`src/hdl/ios_pkg.sv`:
```
/*
  Constants and types for the integer operand scheduler.
  Assumes a single core clock and a sixteen-entry integer register file.
*/
package ios_pkg;
  // ----------------------------------------------------------------
  // Sizes
  // ----------------------------------------------------------------
  localparam int NREG = 16;
  localparam logic [3:0] PC_REG = 4'hf;

  // ----------------------------------------------------------------
  // Execute stages, as counts of cycles from issue
  // ----------------------------------------------------------------
  localparam logic [2:0] STG_NONE = 3'h0;
  localparam logic [2:0] STG_E1 = 3'h1;
  localparam logic [2:0] STG_E2 = 3'h2;
  localparam logic [2:0] STG_E3 = 3'h3;
  localparam logic [2:0] STG_E5 = 3'h5;

  // ----------------------------------------------------------------
  // Least cycle counts
  // ----------------------------------------------------------------
  localparam logic [3:0] CYC_ONE = 4'h1;
  localparam logic [3:0] CYC_MUL = 4'h2;
  localparam logic [3:0] CYC_MULL = 4'h3;
  localparam logic [3:0] CYC_LD64 = 4'h2;
  localparam logic [3:0] CYC_PC_LOAD = 4'h1;

  // ----------------------------------------------------------------
  // Values after reset
  // ----------------------------------------------------------------
  localparam logic [2:0] SB_RST = 3'h0;
  localparam logic [3:0] BUSY_RST = 4'h0;

  typedef enum logic [2:0] {
    OP_DP = 3'b000,
    OP_CMP = 3'b001,
    OP_MOV = 3'b010,
    OP_MUL = 3'b011,
    OP_MULL = 3'b100,
    OP_LOAD = 3'b101,
    OP_BRANCH = 3'b110,
    OP_LDM = 3'b111
  } ios_op_t;

  typedef enum logic [2:0] {
    SH_IMM = 3'b000,
    SH_REG = 3'b001,
    SH_SHIMM = 3'b010,
    SH_RRX = 3'b011,
    SH_SHREG = 3'b100
  } ios_shift_t;

  typedef enum logic [1:0] {
    ST_RUN = 2'b00,
    ST_RRX = 2'b01,
    ST_BUSY = 2'b10
  } ios_state_t;
endpackage

```
`src/hdl/ios_sched.sv`:
```
/*
  Issue-side operand scheduler: a per-register countdown scoreboard
  that holds an instruction until every source it reads can be
  forwarded by the stage that needs it, then issues it and books
  when its own results become available.
  Assumes the request holds stable until accepted, one request per
  cycle, and that all inputs come from logic on the core clock.
*/
module ios_sched
  import ios_pkg::*;
(
  // Clock and reset
  input wire logic i_core_clk,
  input wire logic i_reset,
  // Issue request
  input wire logic i_valid,
  input wire ios_pkg::ios_op_t i_op,
  input wire ios_pkg::ios_shift_t i_shift,
  input wire logic i_cond,
  input wire logic i_set_flags,
  input wire logic i_has_acc,
  input wire logic i_writeback,
  input wire logic i_double,
  input wire logic i_pipe_pref,
  input wire logic [3:0] i_uops,
  // Register numbers
  input wire logic [3:0] i_first_operand_reg,
  input wire logic [3:0] i_second_operand_reg,
  input wire logic [3:0] i_shift_amount_reg,
  input wire logic [3:0] i_dest_reg,
  input wire logic [3:0] i_dest2_reg,
  // Issue answer
  output logic o_ready,
  output logic o_stall,
  output logic o_issue,
  output logic o_pipe_ff,
  output logic [3:0] o_cycles_ff,
  output logic [2:0] o_result_stage_ff,
  output logic o_busy_ff
);
  import ios_pkg::*;

  // ----------------------------------------------------------------
  // State
  // ----------------------------------------------------------------
  typedef struct packed {
    ios_state_t st;
    logic [NREG-1:0][2:0] sb;
    logic [2:0] flags;
    logic [3:0] busy;
    logic rrx_done;
    logic pipe;
    logic [3:0] cyc;
    logic [2:0] res;
  } ios_regs_t;

  ios_regs_t state_ff;
  ios_regs_t nxt_state;

  logic [4:0] use_v;
  logic [4:0][3:0] use_r;
  logic [4:0][2:0] use_s;
  logic [2:0] wr_v;
  logic [2:0][3:0] wr_r;
  logic [2:0][2:0] wr_a;
  logic [2:0] flag_need;
  logic [3:0] cyc;
  logic as_branch;
  logic multi_off;
  logic deps_ok;
  logic rrx_pend;

  // ----------------------------------------------------------------
  // Decode of source and result timing
  // ----------------------------------------------------------------
  always_comb begin
    use_v = '0;
    use_r = '0;
    use_s = '0;
    wr_v = '0;
    wr_r = '0;
    wr_a = '0;
    flag_need = STG_NONE;
    cyc = CYC_ONE;
    multi_off = 1'b1;
    as_branch = (i_op == OP_BRANCH) ||
      ((i_op == OP_DP || i_op == OP_MOV) && i_dest_reg == PC_REG);
    use_r[0] = i_first_operand_reg;
    use_r[1] = i_second_operand_reg;
    use_r[2] = i_shift_amount_reg;
    use_r[3] = i_dest_reg;
    use_r[4] = i_dest2_reg;
    wr_r[0] = i_dest_reg;
    wr_r[1] = i_first_operand_reg;
    wr_r[2] = i_dest2_reg;
    if (as_branch) begin
      // Operands are read early; no register result is booked.
      use_v[0] = (i_op != OP_BRANCH);
      use_s[0] = STG_E1;
      use_v[1] = (i_op != OP_BRANCH) && (i_shift != SH_IMM);
      use_s[1] = STG_E1;
      flag_need = i_cond ? STG_E3 : STG_NONE;
    end else begin
      if (i_cond) begin
        flag_need = STG_E2;
      end
      unique case (i_op)
        OP_DP, OP_CMP: begin
          use_v[0] = 1'b1;
          use_s[0] = STG_E2;
          use_v[1] = (i_shift != SH_IMM);
          use_s[1] = (i_shift == SH_REG) ? STG_E2 : STG_E1;
          use_v[2] = (i_shift == SH_SHREG);
          use_s[2] = STG_E1;
          use_v[3] = i_cond && (i_op == OP_DP);
          use_s[3] = STG_E2;
          wr_v[0] = (i_op == OP_DP);
          wr_a[0] = STG_E2;
        end
        OP_MOV: begin
          use_v[0] = (i_shift != SH_IMM);
          use_s[0] = STG_E1;
          use_v[2] = (i_shift == SH_SHREG);
          use_s[2] = STG_E1;
          use_v[3] = i_cond;
          use_s[3] = STG_E2;
          wr_v[0] = 1'b1;
          wr_a[0] = i_cond ? STG_E2 : STG_E1;
        end
        OP_MUL: begin
          cyc = CYC_MUL;
          use_v[1] = 1'b1;
          use_s[1] = STG_E1;
          use_v[2] = 1'b1;
          use_s[2] = STG_E1;
          use_v[0] = i_has_acc;
          use_s[0] = STG_E2;
          use_v[3] = i_cond;
          use_s[3] = STG_E2;
          wr_v[0] = 1'b1;
          wr_a[0] = STG_E5;
        end
        OP_MULL: begin
          cyc = CYC_MULL;
          use_v[1] = 1'b1;
          use_s[1] = STG_E1;
          use_v[2] = 1'b1;
          use_s[2] = STG_E1;
          use_v[3] = i_has_acc || i_cond;
          use_s[3] = i_has_acc ? STG_E1 : STG_E2;
          use_v[4] = i_has_acc || i_cond;
          use_s[4] = i_has_acc ? STG_E1 : STG_E2;
          wr_v[0] = 1'b1;
          wr_a[0] = STG_E5;
          wr_v[2] = 1'b1;
          wr_a[2] = STG_E5;
        end
        OP_LOAD: begin
          cyc = i_double ? CYC_LD64 : CYC_ONE;
          if (i_dest_reg == PC_REG) begin
            cyc = cyc + CYC_PC_LOAD;
          end
          use_v[0] = 1'b1;
          use_s[0] = STG_E1;
          use_v[1] = (i_shift != SH_IMM);
          use_s[1] = STG_E1;
          use_v[3] = i_cond;
          use_s[3] = STG_E2;
          wr_v[0] = (i_dest_reg != PC_REG);
          wr_a[0] = STG_E3;
          wr_v[1] = i_writeback;
          wr_a[1] = STG_E2;
          wr_v[2] = i_double;
          wr_a[2] = STG_E3;
        end
        OP_LDM: begin
          // Load-multiple results are timed from the first cycle.
          cyc = (i_uops == 4'h0) ? CYC_ONE : i_uops;
          multi_off = 1'b0;
          use_v[0] = 1'b1;
          use_s[0] = STG_E1;
          wr_v[1] = i_writeback;
          wr_a[1] = STG_E2;
        end
        default: begin
          cyc = CYC_ONE;
        end
      endcase
    end
  end

  // ----------------------------------------------------------------
  // Hazard check and issue handshake
  // ----------------------------------------------------------------
  always_comb begin
    deps_ok = (flag_need == STG_NONE) ||
      (state_ff.flags <= flag_need);
    for (int k = 0; k < 5; k++) begin
      // Each source is judged at the first issue cycle.
      if (use_v[k] && state_ff.sb[use_r[k]] > use_s[k]) begin
        deps_ok = 1'b0;
      end
    end
  end

  assign rrx_pend = (i_shift == SH_RRX) && !state_ff.rrx_done &&
    (i_op == OP_DP || i_op == OP_CMP || i_op == OP_MOV);
  assign o_ready = (state_ff.st == ST_RUN) && deps_ok && !rrx_pend;
  assign o_issue = i_valid && o_ready;
  assign o_stall = i_valid && !o_ready;

  // ----------------------------------------------------------------
  // Next state
  // ----------------------------------------------------------------
  always_comb begin
    nxt_state = state_ff;
    for (int r = 0; r < NREG; r++) begin
      if (state_ff.sb[r] != SB_RST) begin
        nxt_state.sb[r] = state_ff.sb[r] - 3'h1;
      end
    end
    if (state_ff.flags != SB_RST) begin
      nxt_state.flags = state_ff.flags - 3'h1;
    end
    unique case (state_ff.st)
      ST_RUN: begin
        if (i_valid && rrx_pend) begin
          nxt_state.st = ST_RRX;
        end
        if (!i_valid) begin
          // A withdrawn request must not lend its bubble to the next one.
          nxt_state.rrx_done = 1'b0;
        end
      end
      ST_RRX: begin
        // The lone bubble ahead of a rotate-through-carry operand.
        nxt_state.rrx_done = 1'b1;
        nxt_state.st = ST_RUN;
      end
      ST_BUSY: begin
        nxt_state.busy = state_ff.busy - 4'h1;
        if (state_ff.busy == 4'h1) begin
          nxt_state.st = ST_RUN;
        end
      end
      default: begin
        nxt_state.st = ST_RUN;
      end
    endcase
    if (o_issue) begin
      nxt_state.rrx_done = 1'b0;
      nxt_state.pipe = (i_op == OP_MUL || i_op == OP_MULL) ?
        1'b0 : i_pipe_pref;
      nxt_state.cyc = cyc;
      nxt_state.res = wr_v[0] ? wr_a[0] : STG_NONE;
      nxt_state.busy = cyc - 4'h1;
      nxt_state.st = (cyc > CYC_ONE) ? ST_BUSY : ST_RUN;
      if (i_set_flags) begin
        nxt_state.flags = STG_E2 + cyc[2:0] - 3'h2;
      end
      for (int w = 0; w < 3; w++) begin
        if (wr_v[w]) begin
          // Stored one below the stage, plus cyc-1 except for load-multiple, as a consumer is a cycle behind.
          nxt_state.sb[wr_r[w]] = multi_off ?
            wr_a[w] + cyc[2:0] - 3'h2 : wr_a[w] - 3'h1;
        end
      end
    end
  end

  always_ff @(posedge i_core_clk) begin
    if (i_reset) begin
      state_ff <= '{st: ST_RUN, sb: '0, flags: SB_RST, busy: BUSY_RST,
        rrx_done: 1'b0, pipe: 1'b0, cyc: BUSY_RST, res: STG_NONE};
    end else begin
      state_ff <= nxt_state;
    end
  end

  assign o_pipe_ff = state_ff.pipe;
  assign o_cycles_ff = state_ff.cyc;
  assign o_result_stage_ff = state_ff.res;
  assign o_busy_ff = (state_ff.st != ST_RUN);
endmodule

```
`config.mk`:
```
export PLATFORM = sky130hd
export DESIGN_NAME = ios_sched
export DESIGN_NICKNAME = d
export VERILOG_FILES = /design/src/hdl/ios_pkg.sv /design/src/hdl/ios_sched.sv
export SDC_FILE = /design/constraint.sdc
export NUM_CORES = 1
export LEC_CHECK = 0
export BUFFER_PORTS_ARGS = -buffer_cell sky130_fd_sc_hd__buf_2
export CAP_MARGIN = 20
export CORE_ASPECT_RATIO = 0.8
export CORE_MARGIN = 2
export CORE_UTILIZATION = 63
export DETAILED_ROUTE_END_ITERATION = 10
export GPL_TIMING_DRIVEN = 0
export PLACE_DENSITY = 0.78
export SYNTH_ARGS = -nofsm -noshare
export SYNTH_HDL_FRONTEND = slang
export SYNTH_SLANG_ARGS = --single-unit
```
`constraint.sdc`:
```
create_clock -name i_core_clk -period 8.1 [get_ports i_core_clk]
set_input_delay 2.025 -clock i_core_clk [delete_from_list [all_inputs] [get_ports i_core_clk]]
set_output_delay 2.025 -clock i_core_clk [all_outputs]
set_load 0.05 [all_outputs]
```
Word level (Yosys, flattened, before mapping)
Index checks and enable logic that the tools add are counted.
{"block": "totals", "regBits": 66, "in_bits": 39, "word_cells": 252, "out_inout_bits": 12}
{"block": "classes", "eq_ne": 19, "order_cmp": 15, "addsub": 31, "reduce_logical": 69, "n_mux": 95}
{"operator": "two-way mux 48 bit", "count": 5}
{"operator": "bitwise mux 48 bit", "count": 3}
{"operator": "two-way mux 3 bit", "count": 33}
{"operator": "two-way mux 66 bit", "count": 1}
{"operator": "binary-select mux 3 bit (select 4 bit)", "count": 5}
{"operator": "subtractor 3 x 1 -> 3 bit (second input constant)", "count": 20}
{"operator": "nonzero test 3 bit", "count": 18}
{"operator": "demux 3 bit (select 4 bit)", "count": 3}
{"operator": "two-way mux 2 bit", "count": 13}
{"operator": "< comparator 4 x 5 -> 1 bit (second input constant)", "count": 5}
{"operator": "OR reduction 3 bit", "count": 7}
{"operator": "logical AND 1 bit", "count": 18}
{"operator": "two-way mux 9 bit", "count": 2}
{"operator": "case mux 2 bit (2 select lines)", "count": 4}
{"operator": "case mux 4 bit (4 select lines)", "count": 1}
{"operator": "equality test 3 bit (second input constant)", "count": 5}
{"operator": "> comparator 3 bit", "count": 5}
{"operator": ">= comparator 4 x 1 -> 1 bit (second input constant)", "count": 3}
{"operator": "two-way mux 1 bit", "count": 12}
{"operator": "two-way mux 4 bit", "count": 3}
{"operator": "case mux 3 bit (4 select lines)", "count": 1}
{"operator": "subtractor 3 x 2 -> 3 bit (second input constant)", "count": 4}
{"operator": "OR reduction 5 bit", "count": 2}
{"operator": "adder 3 bit", "count": 3}
{"operator": "28 further kinds", "count": 53}

Logic depth before layout (Yosys ltp)
Gate-level depths: netlist of run 1.
{"block": "depth", "word_depth": 22, "ltp_mapped": 20, "mapped_depth_nobuf": 18}

Worst setup path before layout of run 1
OpenSTA, ideal clock, no wires.
{"block": "synth_path", "path_kind": "input to output", "from": "in i_dest_reg[0]", "to": "out o_stall", "n_path_buf": 2, "stages": 11, "t_arrival_ns": 7.032, "required_ns": 6.075, "slack_ns": -0.957, "path_cell_list": "buf_2 -> clkbuf_1 -> mux4_2 -> mux4_2 -> ha_1 -> nor2b_1 -> o21ai_0 -> o41ai_1 -> o41a_1 -> nor4_1 -> nor2_1"}
{"block": "synth_via", "elab_chain_cells": 15, "elab_cells_between_ends": 32, "cone_classes": "6 x order compare; 1 x eq/ne; 12 x mux; 13 x reduce/logical"}
{"item": "from (decl)", "line": "ios_sched.sv:30", "text": "input wire logic [3:0] i_dest_reg,"}
{"item": "equality test 4 bit", "line": "ios_sched.sv:87", "text": "((i_op == OP_DP || i_op == OP_MOV) && i_dest_reg == PC_REG);"}
{"item": "logical AND 1 bit", "line": "ios_sched.sv:87"}
{"item": "logical OR 1 bit", "line": "ios_sched.sv:86", "text": "as_branch = (i_op == OP_BRANCH) ||"}
{"item": "two-way mux 2 bit / two-way mux 5 bit (equally long branches)", "line": "ios_sched.sv:96", "text": "if (as_branch) begin"}
{"item": "less-or-equal comparator 3 bit, or another cell as far along", "line": "ios_sched.sv:197", "text": "(state_ff.flags <= flag_need);"}
{"item": "logical OR 1 bit / logical AND 1 bit (equally long branches)", "line": "ios_sched.sv:196, ios_sched.sv:200"}
{"item": "two-way mux 1 bit (4 in series)", "line": "ios_sched.sv:200", "text": "if (use_v[k] && state_ff.sb[use_r[k]] > use_s[k]) begin"}
{"item": "two-way mux 1 bit (*)", "line": "ios_sched.sv:200"}
{"item": "logical AND 1 bit (*) (2 in series)", "line": "ios_sched.sv:208", "text": "assign o_ready = (state_ff.st == ST_RUN) && deps_ok && !rrx_pend;"}
{"item": "named net o_ready", "line": "ios_sched.sv:33", "text": "output logic o_ready,"}
{"item": "logical NOT 1 bit (*)", "line": "ios_sched.sv:210", "text": "assign o_stall = i_valid && !o_ready;"}
{"item": "logical AND 1 bit (*)", "line": "ios_sched.sv:210"}
{"item": "to (decl)", "line": "ios_sched.sv:34", "text": "output logic o_stall,"}
Mark *: on every way through the listed nets, which the timed path passes. The rest lies on a longest branch. The select of a mux whose other input is x is not followed.

Final worst setup path of run 1
{"block": "layout_path", "from": "in i_dest_reg[0]", "to": "out o_issue"}
{"block": "layout_via", "elab_chain_cells": 14, "elab_cells_between_ends": 31, "cone_classes": "6 x order compare; 1 x eq/ne; 12 x mux; 12 x reduce/logical"}
{"item": "equality test 4 bit", "line": "ios_sched.sv:87"}
{"item": "logical AND 1 bit", "line": "ios_sched.sv:87"}
{"item": "logical OR 1 bit", "line": "ios_sched.sv:86"}
{"item": "two-way mux 2 bit / two-way mux 5 bit (equally long branches)", "line": "ios_sched.sv:96"}
{"item": "less-or-equal comparator 3 bit, or another cell as far along", "line": "ios_sched.sv:197"}
{"item": "logical OR 1 bit / logical AND 1 bit (equally long branches)", "line": "ios_sched.sv:196, ios_sched.sv:200"}
{"item": "two-way mux 1 bit (4 in series)", "line": "ios_sched.sv:200"}
{"item": "two-way mux 1 bit (*)", "line": "ios_sched.sv:200"}
{"item": "logical AND 1 bit (*) (2 in series)", "line": "ios_sched.sv:208"}
{"item": "logical AND 1 bit (*)", "line": "ios_sched.sv:209", "text": "assign o_issue = i_valid && o_ready;"}
{"item": "to (decl)", "line": "ios_sched.sv:35", "text": "output logic o_issue,"}
Mark *: on every way between the ends. The rest lies on a longest branch, timed or not. The select of a mux whose other input is x is not followed.

==> results.sh, run 1 <==
export IMPL_critPathBufInv=6
export IMPL_numCtsBuffers=9
export IMPL_switching_share_pct=49.3
export IMPL_syn_area_sq_mm=0.00839
export IMPL_row_count=37
export IMPL_groute_usage_overall_pct=46.1
export IMPL_cts_max_level=3
export IMPL_p_int_mw=1.66
export IMPL_hpwl_um=24600
export IMPL_vdd_drop_max_mv=0.243
export IMPL_synth_compound_area_share_pct=18.5
export IMPL_criticalPathCategory="in -> out"
export IMPL_pre_cts_ws_ns=-0.697
export IMPL_hold_buffers=0
export IMPL_path_delay_family="buffers and inverters"
export IMPL_cp_max_fo=15
export IMPL_synthCells=1023
export IMPL_synthArstFlopShare_pct=0
export IMPL_clk_pin_slew_worst_paths_ns=0.06
export IMPL_max_freq_ghz=0.125
export IMPL_routed_wl_um=32700
export IMPL_start_util_pct=65.0
export IMPL_grt_ovfl_total=0
export IMPL_antennaDiodeCount=0
export IMPL_setup_tns_ns=0
export IMPL_p_per_area_mw_per_mm2=356
export IMPL_power_frac_comb_pct=63.8
export IMPL_synth_adder_area_share_pct=8.50
export IMPL_ys_top_cells_by_area="mux4_2, dfxtp_1, mux2i_1"
export IMPL_status="complete, no violations"
export IMPL_setup_viol=0
export IMPL_max_cap_viol_count=0
export IMPL_critPathCaptureType="output port"
export IMPL_nets=1170
export IMPL_port_buffers=40
export IMPL_worst_slew_pin_transition_ns=1.21
export IMPL_placedCellCount=1240
export IMPL_synth_edf_count=0
export IMPL_drt_initial_drc_count=1692
export IMPL_finalWorstSetupSlack_ns=0.103
export IMPL_utilization_pct=71.3
export IMPL_yosys_warnings=0
export IMPL_period_share_pct=98.7
export IMPL_die_h_um=107
export IMPL_period_minus_slack_ns=8.00
export IMPL_critical_path_max_stage_delay_ns=0.52
export IMPL_syn_num_nets=1119
export IMPL_worstPathRequired_ns=6.08
export IMPL_ioPinCount=51
export IMPL_synth_xor_area_share_pct=2.30
export IMPL_clock_root_buffer="clkbuf_16"
export IMPL_drt_wirelength_per_cell_um=26.1
export IMPL_total_power_mw=3.27
export IMPL_die_width_um=133
export IMPL_ys_seq_elements=66
export IMPL_firstDrtPassIters=7
export IMPL_startpoint_type="input port"
export IMPL_slew_violations=0
export IMPL_synthMuxAreaShare_pct=28.4
export IMPL_final_instance_count_excl_fill=1254
export IMPL_slew_headroom_pct=19.0
export IMPL_via_per_inst=7.23
export IMPL_cts_tree="built"
export IMPL_leakagePower_nw=3.67
export IMPL_grt_pass1_vias=8347
export IMPL_clkLatencyLatePin_ns=0.35
export IMPL_drive_gt1_share_pct=17.3
export IMPL_p_sw_mw=1.61
export IMPL_ant_nets=0
export IMPL_slowest_stage="mux4_2"
export IMPL_ys_types=60
export IMPL_placed_area_sq_mm=0.00885
export IMPL_critPathArrivalTime_ns=5.97
export IMPL_drcViolationCount=0
export IMPL_routabilityCongestion=1.07
export IMPL_yosys_area_top_type_share_pct=15.8
export IMPL_synth_most_common_cell="nor2_1"
export IMPL_syn_avg_cell_area_sq_um=8.20
export IMPL_hold_ws_ns=0.478
export IMPL_yosysSeqAreaShare_pct=15.7
export IMPL_synth_simple_gate_area_share_pct=19.5
export IMPL_synth_top_area_cell="mux4_2"
export IMPL_vias=9071
export IMPL_antenna_found_initial=0
export IMPL_skew_ns=0.0125
export IMPL_grt_pass1_wl_um=48900
export IMPL_synth_main_ff_cell="dfxtp_1"
export IMPL_clk_path_buf_depth=2
export IMPL_fin_area_sq_mm=0.00921
export IMPL_crit_chain="buf_2, buf_2, clkbuf_4, mux4_2, mux4_2, ha_1, nor2b_1, o21ai_0, o41ai_1, o41a_1, nor4_4, buf_4, nand2_2, inv_6, buf_4"
export IMPL_hold_viol=0
export IMPL_hp_class="reg -> reg"
export IMPL_clock_sinks=66
export IMPL_grt_max_degree=16
export IMPL_synth_common_cells="nor2_1, mux2i_1, nand2_1"
export IMPL_pwr_share_seq_pct=22.7
export IMPL_core_area_sq_mm=0.0129
export IMPL_dieArea_sq_mm=0.0143
export IMPL_area_growth_pct=9.68
export IMPL_clockPowerShare_pct=13.5
export IMPL_synth_top_family_by_area="multiplexers"
==> worst paths after layout <==
path,to,start,depth (start not counted),slack [ns]
hold / removal,o_pipe_ff$_SDFFE_PP0N_,o_pipe_ff$_SDFFE_PP0N_,2,0.48
hold reg to reg,o_pipe_ff$_SDFFE_PP0N_,o_pipe_ff$_SDFFE_PP0N_,2,0.48
setup / recovery,o_issue,i_dest_reg[0],15,0.10
setup reg to reg,state_ff[53]$_SDFF_PP0_,state_ff[37]$_SDFF_PP0_,13,3.77
==> worst min-delay path, stage by stage, from the launching register on <==
cell and delay, ns:
dfxtp_1 0.30, o21ai_0 0.06, a21oi_1 0.06
==> final cells by class <==
cell class | count | area [sq um]
inverters | 66 | 253
fillers | 1050 | 3710
clock buffers | 10 | 239
multi-input cells | 812 | 6500
repair buffers | 43 | 230
well taps | 175 | 219
clock inverters | 6 | 87.6
plain buffers | 76 | 350
flip-flops and latches | 66 | 1320
==> state kept, by name (all words and copies together), names as in the netlist <==
name,cells
o_result_stage_ff,3
o_pipe_ff,1
state_ff,58
o_cycles_ff,4
==> cells by family (layout without fill, tap and decap cells) <==
family | after synthesis | after routing
muxes | 161 | 161
xor gates and xnor gates | 22 | 22
buffers and inverters | 145 | 201
AOI/OAI and AO/OA | 244 | 244
adders and majority gates | 57 | 57
and+or+nand+nor | 328 | 328
DFF | 66 | 66
==> power by group through the flow <==
stage | registers (mW) | logic (mW) | clock network [mW]
2_1_floorplan | 0.571 | 1.58 | 0
3_3_place_gp | 0.697 | 1.96 | 0
3_5_place_dp | 0.705 | 2.00 | 0
4_1_cts | 0.697 | 2.02 | 0.443
5_1_grt | 0.731 | 2.26 | 0.458
6_report | 0.742 | 2.09 | 0.444
==> layout by cell type (no fill, tap or decap), types with 8 or more instances in the layout <==
cell	synthesis	routed
xnor2_1	21	21
o21ai_0	45	45
o211ai_1	9	9
mux2_2	29	29
mux4_2	59	59
a21oi_1	65	65
nor2_1	84	84
o31ai_1	8	8
inv_1	63	63
a31oi_1	19	19
clkbuf_16	0	9
clkbuf_1	50	45
nand2_1	69	68
buf_4	7	10
nor4_1	11	10
o22ai_1	10	10
nor2b_1	13	13
dfxtp_1	66	66
a211oi_1	56	56
ha_1	57	57
nor3_1	58	58
nand3_1	13	13
buf_2	15	54
mux2i_1	73	73
nand2b_1	32	32
==> routing by layer <==
layer | share of wire, % | GRT usage (%)
met3 | 18 | 19.1
met5 | 0 | 0
met1 | 37 | 63.1
met4 | 6.3 | 23.3
met2 | 38 | 61.7
==> timing repair <==
action | CTS | global route
endpoints found under the setup margin | 1 | 1
buffers inserted | 0 | 1
pin swaps | 0 | 1
hold endpoints to repair | 0 | 0
resized for setup | 10 | 6
(Power assumes the default switching activity.)
==> run 2, diff against run 1 <==
--- a/config.mk
+++ b/config.mk
@@ -9,10 +9,11 @@
 export CAP_MARGIN = 20
 export CORE_ASPECT_RATIO = 0.8
 export CORE_MARGIN = 2
-export CORE_UTILIZATION = 63
+export CORE_UTILIZATION = 65
+export CTS_BUF_LIST = sky130_fd_sc_hd__clkbuf_4 sky130_fd_sc_hd__clkbuf_8
 export DETAILED_ROUTE_END_ITERATION = 10
 export GPL_TIMING_DRIVEN = 0
-export PLACE_DENSITY = 0.78
+export PLACE_DENSITY = 0.8
 export SYNTH_ARGS = -nofsm -noshare
 export SYNTH_HDL_FRONTEND = slang
 export SYNTH_SLANG_ARGS = --single-unit
==> run 2 against run 1 <==
Combinational power rose by 2%. Sequential cell count did not move. Register-to-register slack got worse by 0.16 ns. Maximum frequency fell by 0.40%. Cell area down 1.4%. Worst setup slack worse by 0.032 ns. Highest routed layer unchanged. Clock skew increased by 0.0015 ns. Core utilization about the same. Sequential power about the same. Cell count hardly changed. Total power down 3.9%. Sequential share of layout area up 0.21 points.
==> results.sh, run 2 (synthesis gave the netlist of run 1 again) <==
export IMPL_critPathBufInv=7
export IMPL_critical_path_max_stage_delay_ns=0.51
export IMPL_setup_tns_ns=0
export IMPL_top_register="state_ff"
export IMPL_total_power_mw=3.15
export IMPL_nets=1171
export IMPL_fin_area_sq_mm=0.00907
export IMPL_vdd_drop_max_mv=0.233
export IMPL_slew_violations=0
export IMPL_clk_pin_slew_worst_paths_ns=0.09
export IMPL_numCtsBuffers=9
export IMPL_hpwl_um=25200
export IMPL_vias=9152
export IMPL_groute_usage_overall_pct=48.9
export IMPL_crit_chain="buf_2, buf_2, buf_2, mux4_2, mux4_2, ha_1, nor2b_1, a2bb2oi_1, a311oi_2, a31oi_2, nor4_4, buf_4, nand2_2, inv_2, buf_6, buf_4"
export IMPL_start_util_pct=65.9
export IMPL_clock_root_buffer="clkbuf_8"
export IMPL_drt_initial_drc_count=1696
export IMPL_slowest_stage="mux4_2"
export IMPL_core_area_sq_mm=0.0127
export IMPL_clkLatencyLatePin_ns=0.39
export IMPL_dieArea_sq_mm=0.0138
export IMPL_max_cap_viol_count=0
export IMPL_rsz0062_at_grt="no"
export IMPL_critPathCaptureType="output port"
export IMPL_grt_pass1_wl_um=49500
export IMPL_port_buffers=40
export IMPL_die_h_um=106
export IMPL_pre_cts_ws_ns=-0.808
export IMPL_skew_ns=0.0140
export IMPL_worst_slew_pin_transition_ns=1.09
export IMPL_routed_wl_um=33500
export IMPL_period_minus_slack_ns=8.03
export IMPL_leakagePower_nw=3.62
export IMPL_grt_max_degree=15
export IMPL_path_common_cell="buf_2"
export IMPL_max_freq_ghz=0.125
export IMPL_ant_nets=0
export IMPL_startpoint_type="input port"
export IMPL_cts_tree="built"
export IMPL_period_share_pct=99.1
export IMPL_hold_viol=0
export IMPL_cts_max_level=3
export IMPL_firstDrtPassIters=10
export IMPL_final_cell_mix="nor2_1, mux2i_1, nand2_1, dfxtp_1, a21oi_1"
export IMPL_antennaDiodeCount=0
export IMPL_die_width_um=131
export IMPL_slew_headroom_pct=27.1
export IMPL_drive_gt1_share_pct=17.9
export IMPL_placed_area_sq_mm=0.00884
export IMPL_p_per_area_mw_per_mm2=347
export IMPL_cp_max_fo=10
export IMPL_antenna_found_initial=0
export IMPL_finalWorstSetupSlack_ns=0.0707
export IMPL_reg2reg_depth=12
export IMPL_area_growth_pct=8.09
export IMPL_largest_reg_flops=58
export IMPL_hold_buffers=0
export IMPL_routabilityCongestion=1.08
export IMPL_setup_viol=0
export IMPL_hold_ws_ns=0.478
export IMPL_grt_ovfl_total=0
export IMPL_path_delay_family="buffers and inverters"
export IMPL_clock_sinks=66
export IMPL_critPathArrivalTime_ns=6.00
export IMPL_grt_pass1_vias=8371
export IMPL_layout_commonest_cell="nor2_1"
export IMPL_row_count=37
export IMPL_criticalPathCategory="in -> out"
export IMPL_status="complete, no violations"
export IMPL_min_path_cells=2
export IMPL_worstPathRequired_ns=6.08
export IMPL_drt_wirelength_per_cell_um=26.7
export IMPL_ioPinCount=51
export IMPL_via_per_inst=7.29
export IMPL_path_depth=16
export IMPL_hp_class="reg -> reg"
export IMPL_clk_path_buf_depth=2
export IMPL_drcViolationCount=0
run 2: changes by cell type in the layout (fill, tap and decap cells not counted), moves of 3 or more:
cell | previous run | this run
clkbuf_1 | 45 | 42
clkbuf_8 | 1 | 9
clkbuf_16 | 9 | 0
clkbuf_2 | 4 | 7
run 2: stage by stage:
| step | util, % | instances |
|---|---|---|
| after floorplan | - | 1023 |
| after global placement | 69.3 | 1238 |
| after detailed placement | 69.5 | 1241 |
| after CTS | 71.0 | 1256 |
| after global routing | 71.3 | 1255 |
| final | 71.3 | 1255 |
run 2: report_power, final:
| group | leakage [nW] | switching (mW) | internal [mW] |
|---|---|---|---|
| Combinational | 2.98 | 1.19 | 0.943 |
| Clock | 0.0860 | 0.163 | 0.113 |
| Sequential | 0.546 | 0.294 | 0.445 |
| Total | 3.62 | 1.65 | 1.50 |
run 2: repair_timing:
action                                 4_1_cts  5_1_grt
buffers inserted                             1        0
pin swaps                                    1        0
endpoints found under the hold margin        0        0
gates resized for setup                      9       16
gates cloned                                 0        0
setup endpoints to repair                    1        3
run 2: layer usage:
| metal | share of wire (%) | GRT usage, % |
|---|---|---|
| met5 | 0 | 0 |
| met4 | 5.3 | 21.7 |
| met3 | 18 | 24.0 |
| met2 | 39 | 65.9 |
| met1 | 38 | 65.6 |
run 2: area by class of cell:
| type | instances | area [sq um] |
|---|---|---|
| Buffer | 75 | 359 |
| Clock buffer | 9 | 124 |
| Clock inverter | 7 | 51.3 |
| Fill cell | 1077 | 3660 |
| Inverter | 66 | 248 |
| Multi-Input combinational cell | 812 | 6520 |
| Sequential cell | 66 | 1320 |
| Tap cell | 175 | 219 |
| Timing Repair Buffer | 45 | 233 |
run 2: path summary, 6_finish.rpt:
path                                     start                           endpoint  slack (ns)
min reg2reg  o_result_stage_ff[1]$_SDFFE_PP0N_  o_result_stage_ff[1]$_SDFFE_PP0N_        0.48
max reg2reg            state_ff[37]$_SDFF_PP0_            state_ff[61]$_SDFF_PP0_        3.61
min          o_result_stage_ff[1]$_SDFFE_PP0N_  o_result_stage_ff[1]$_SDFFE_PP0N_        0.48
max                     i_first_operand_reg[1]                            o_issue        0.07
run 2: tightest hold or removal path, delay by kind of cell (launching register included):
family	cells	cell delay, ns
compound gates	2	0.12
flops	1	0.32
==> run 3, diff against run 2 <==
==> constraint.sdc (replaced) <==
create_clock -name i_core_clk -period 8.5 [get_ports i_core_clk]
set_input_delay 2.125 -clock i_core_clk [delete_from_list [all_inputs] [get_ports i_core_clk]]
set_output_delay 2.125 -clock i_core_clk [all_outputs]
set_load 0.05 [all_outputs]
==> run 3 against run 2 <==
Clock-buffer cell count is 3 higher. Critical path depth is 2 lower. Largest cell class unchanged. Combinational power is 6% lower. Hold slack worse by 0.0016 ns. Total power is 4.6% lower. Core utilization is 0.27 points lower. Largest power group unchanged. Sequential share of layout area is 0.054 points higher. Clock power is 3% higher. First-iteration DRC count is 9.4% lower. Worst setup slack better by 0.044 ns. Global-route usage is 0.13 points lower.
==> results.sh, run 3 (synthesis gave the netlist of run 1 again) <==
export IMPL_status="complete, no violations"
export IMPL_placed_area_sq_mm=0.00883
export IMPL_clkLatencyLatePin_ns=0.39
export IMPL_port_buffers=40
export IMPL_antenna_found_initial=0
export IMPL_final_cell_mix="nor2_1, mux2i_1, nand2_1, dfxtp_1, a21oi_1"
export IMPL_path_delay_family="buffers and inverters"
export IMPL_p_per_area_mw_per_mm2=332
export IMPL_die_h_um=106
export IMPL_rsz0062_at_grt="no"
export IMPL_period_minus_slack_ns=8.39
export IMPL_clock_root_buffer="clkbuf_8"
export IMPL_largest_reg_flops=58
export IMPL_reg2reg_slack_ns=3.95
export IMPL_firstDrtPassIters=7
export IMPL_hold_ws_ns=0.477
export IMPL_skew_ns=0.0183
export IMPL_row_count=37
export IMPL_postCtsSetupBuffers=0
export IMPL_fillers=1087
export IMPL_cts_max_level=3
export IMPL_ant_nets=0
export IMPL_dieArea_sq_mm=0.0138
export IMPL_setup_viol=0
export IMPL_p_sw_mw=1.56
export IMPL_pwr_share_seq_pct=23.5
export IMPL_hpwl_um=24600
export IMPL_p_int_mw=1.44
export IMPL_leakagePower_nw=3.59
export IMPL_reg2reg_depth=13
export IMPL_nets=1168
export IMPL_switching_share_pct=52.0
export IMPL_core_area_sq_mm=0.0127
export IMPL_area_growth_pct=7.69
export IMPL_slowest_stage="mux4_2"
export IMPL_grt_ovfl_total=0
export IMPL_drcViolationCount=0
export IMPL_criticalPathCategory="in -> out"
export IMPL_total_power_mw=3.00
export IMPL_startpoint_type="input port"
export IMPL_critPathCaptureType="output port"
export IMPL_period_share_pct=98.7
export IMPL_worst_slew_pin_transition_ns=1.27
export IMPL_grt_pass1_wl_um=49400
export IMPL_min_to="o_cycles_ff[2]$_SDFFE_PP0N_"
export IMPL_groute_usage_overall_pct=48.8
export IMPL_start_util_pct=65.9
export IMPL_clockPowerShare_pct=9.4
export IMPL_worstHoldStart="o_cycles_ff[2]$_SDFFE_PP0N_"
export IMPL_cts_tree="built"
export IMPL_critical_path_max_stage_delay_ns=0.54
export IMPL_vias=9225
export IMPL_worstPathRequired_ns=6.38
export IMPL_hold_viol=0
export IMPL_drive_gt1_share_pct=17.1
export IMPL_drt_wirelength_per_cell_um=26.4
export IMPL_r2r_start="state_ff[37]$_SDFF_PP0_"
export IMPL_vdd_drop_max_mv=0.239
export IMPL_layout_commonest_cell="nor2_1"
export IMPL_grt_pass1_vias=8387
export IMPL_min_path_cells=2
export IMPL_slew_headroom_pct=14.4
export IMPL_clock_sinks=66
export IMPL_routabilityCongestion=1.08
export IMPL_power_frac_comb_pct=67.1
export IMPL_routed_wl_um=33100
export IMPL_cp_max_fo=15
export IMPL_crit_chain="buf_2, buf_2, clkbuf_4, mux4_2, mux4_2, ha_1, nor2b_1, o21ai_0, o41ai_1, o41a_1, nor4_4, nand2_2, inv_4, buf_2"
export IMPL_setup_tns_ns=0
export IMPL_r2r_end="state_ff[62]$_SDFF_PP0_"
export IMPL_top_register="state_ff"
export IMPL_path_common_cell="buf_2"
export IMPL_antennaDiodeCount=0
export IMPL_max_freq_ghz=0.119
export IMPL_slew_violations=0
export IMPL_clk_path_buf_depth=2
export IMPL_numCtsBuffers=9
export IMPL_die_width_um=131
export IMPL_fin_area_sq_mm=0.00904
export IMPL_hp_class="reg -> reg"
export IMPL_via_per_inst=7.37
export IMPL_ioPinCount=51
export IMPL_drt_initial_drc_count=1536
export IMPL_final_instance_count_excl_fill=1252
export IMPL_clk_pin_slew_worst_paths_ns=0.08
export IMPL_critPathBufInv=5
export IMPL_critPathArrivalTime_ns=6.26
export IMPL_placedCellCount=1240
export IMPL_max_cap_viol_count=0
export IMPL_grt_max_degree=20
run 3: cell count changes in the layout (fill, tap and decap cells not counted), sizes merged:
| cell | previous run | this run |
|---|---|---|
| buf | 70 | 67 |
| clkbuf | 59 | 62 |
| clkinv | 4 | 2 |
| inv | 67 | 66 |
run 3: final cells by class:
cell class | instances | area [sq um] | area share (%)
timing repair buffer | 42 | 210 | 2.33
tap | 175 | 219 | 2.42
buffer | 75 | 344 | 3.81
clock inverter | 4 | 32.5 | 0.360
multi-input combinational | 812 | 6500 | 71.9
sequential | 66 | 1320 | 14.6
inverter | 66 | 250 | 2.77
clock buffer | 12 | 165 | 1.83
run 3: how the worst max path moves through the flow:
stage             startpoint      end  slack, ns  cells after the start
6_report       i_dest_reg[0]  o_issue       0.11                     14
3_5_place_dp   i_dest_reg[0]  o_issue      -0.48                     15
3_3_place_gp   i_dest_reg[0]  o_issue      -0.44                     15
4_1_cts        i_dest_reg[0]  o_issue       0.01                     15
5_1_grt        i_dest_reg[0]  o_issue       0.03                     14
2_1_floorplan  i_dest_reg[0]  o_stall       0.06                     11
run 3: power by group through the flow:
stage / clock [mW] / combinational (mW) / sequential (mW)
finish: 0.283 / 2.01 / 0.706
global route: 0.291 / 2.19 / 0.693
CTS: 0.280 / 1.93 / 0.663
detailed placement: 0 / 1.91 / 0.671
global placement: 0 / 1.87 / 0.663
floorplan: 0 / 1.50 / 0.544
run 3: worst reg2reg max path, delay by kind of cell, from the launching register on:
kind / cells / cell delay [ns]
mux: 2 / 1.06
compound gates: 3 / 0.95
buf+inv: 3 / 0.83
simple gates: 4 / 0.83
flops: 1 / 0.46
fa+ha+maj: 1 / 0.22
run 3: per-layer routing:
layer	part of all wire, %	wire length [um]	global-route usage, %	vias to the layer above
li1	-	-	-	3915
met1	38	12500	67.6	4198
met2	37	12300	62.5	888
met3	19	6150	22.2	224
met4	6.5	2140	25.4	0
met5	0	0	0	-
run 3: repair_timing:
action | CTS | global route
gates resized for setup | 6 | 7
endpoints found under the setup margin | 1 | 3
hold buffers | 0 | 0
cloned | 0 | 0
run 3: per-stage QoR:
step | util (%) | worst slack (ns)
after global routing | 71.0 | 0.0288
after CTS | 71.0 | 0.0111
after detailed placement | 69.3 | -0.479
after floorplan | - | 0.0557
after global placement | 69.3 | -0.439
final | 71.0 | 0.114
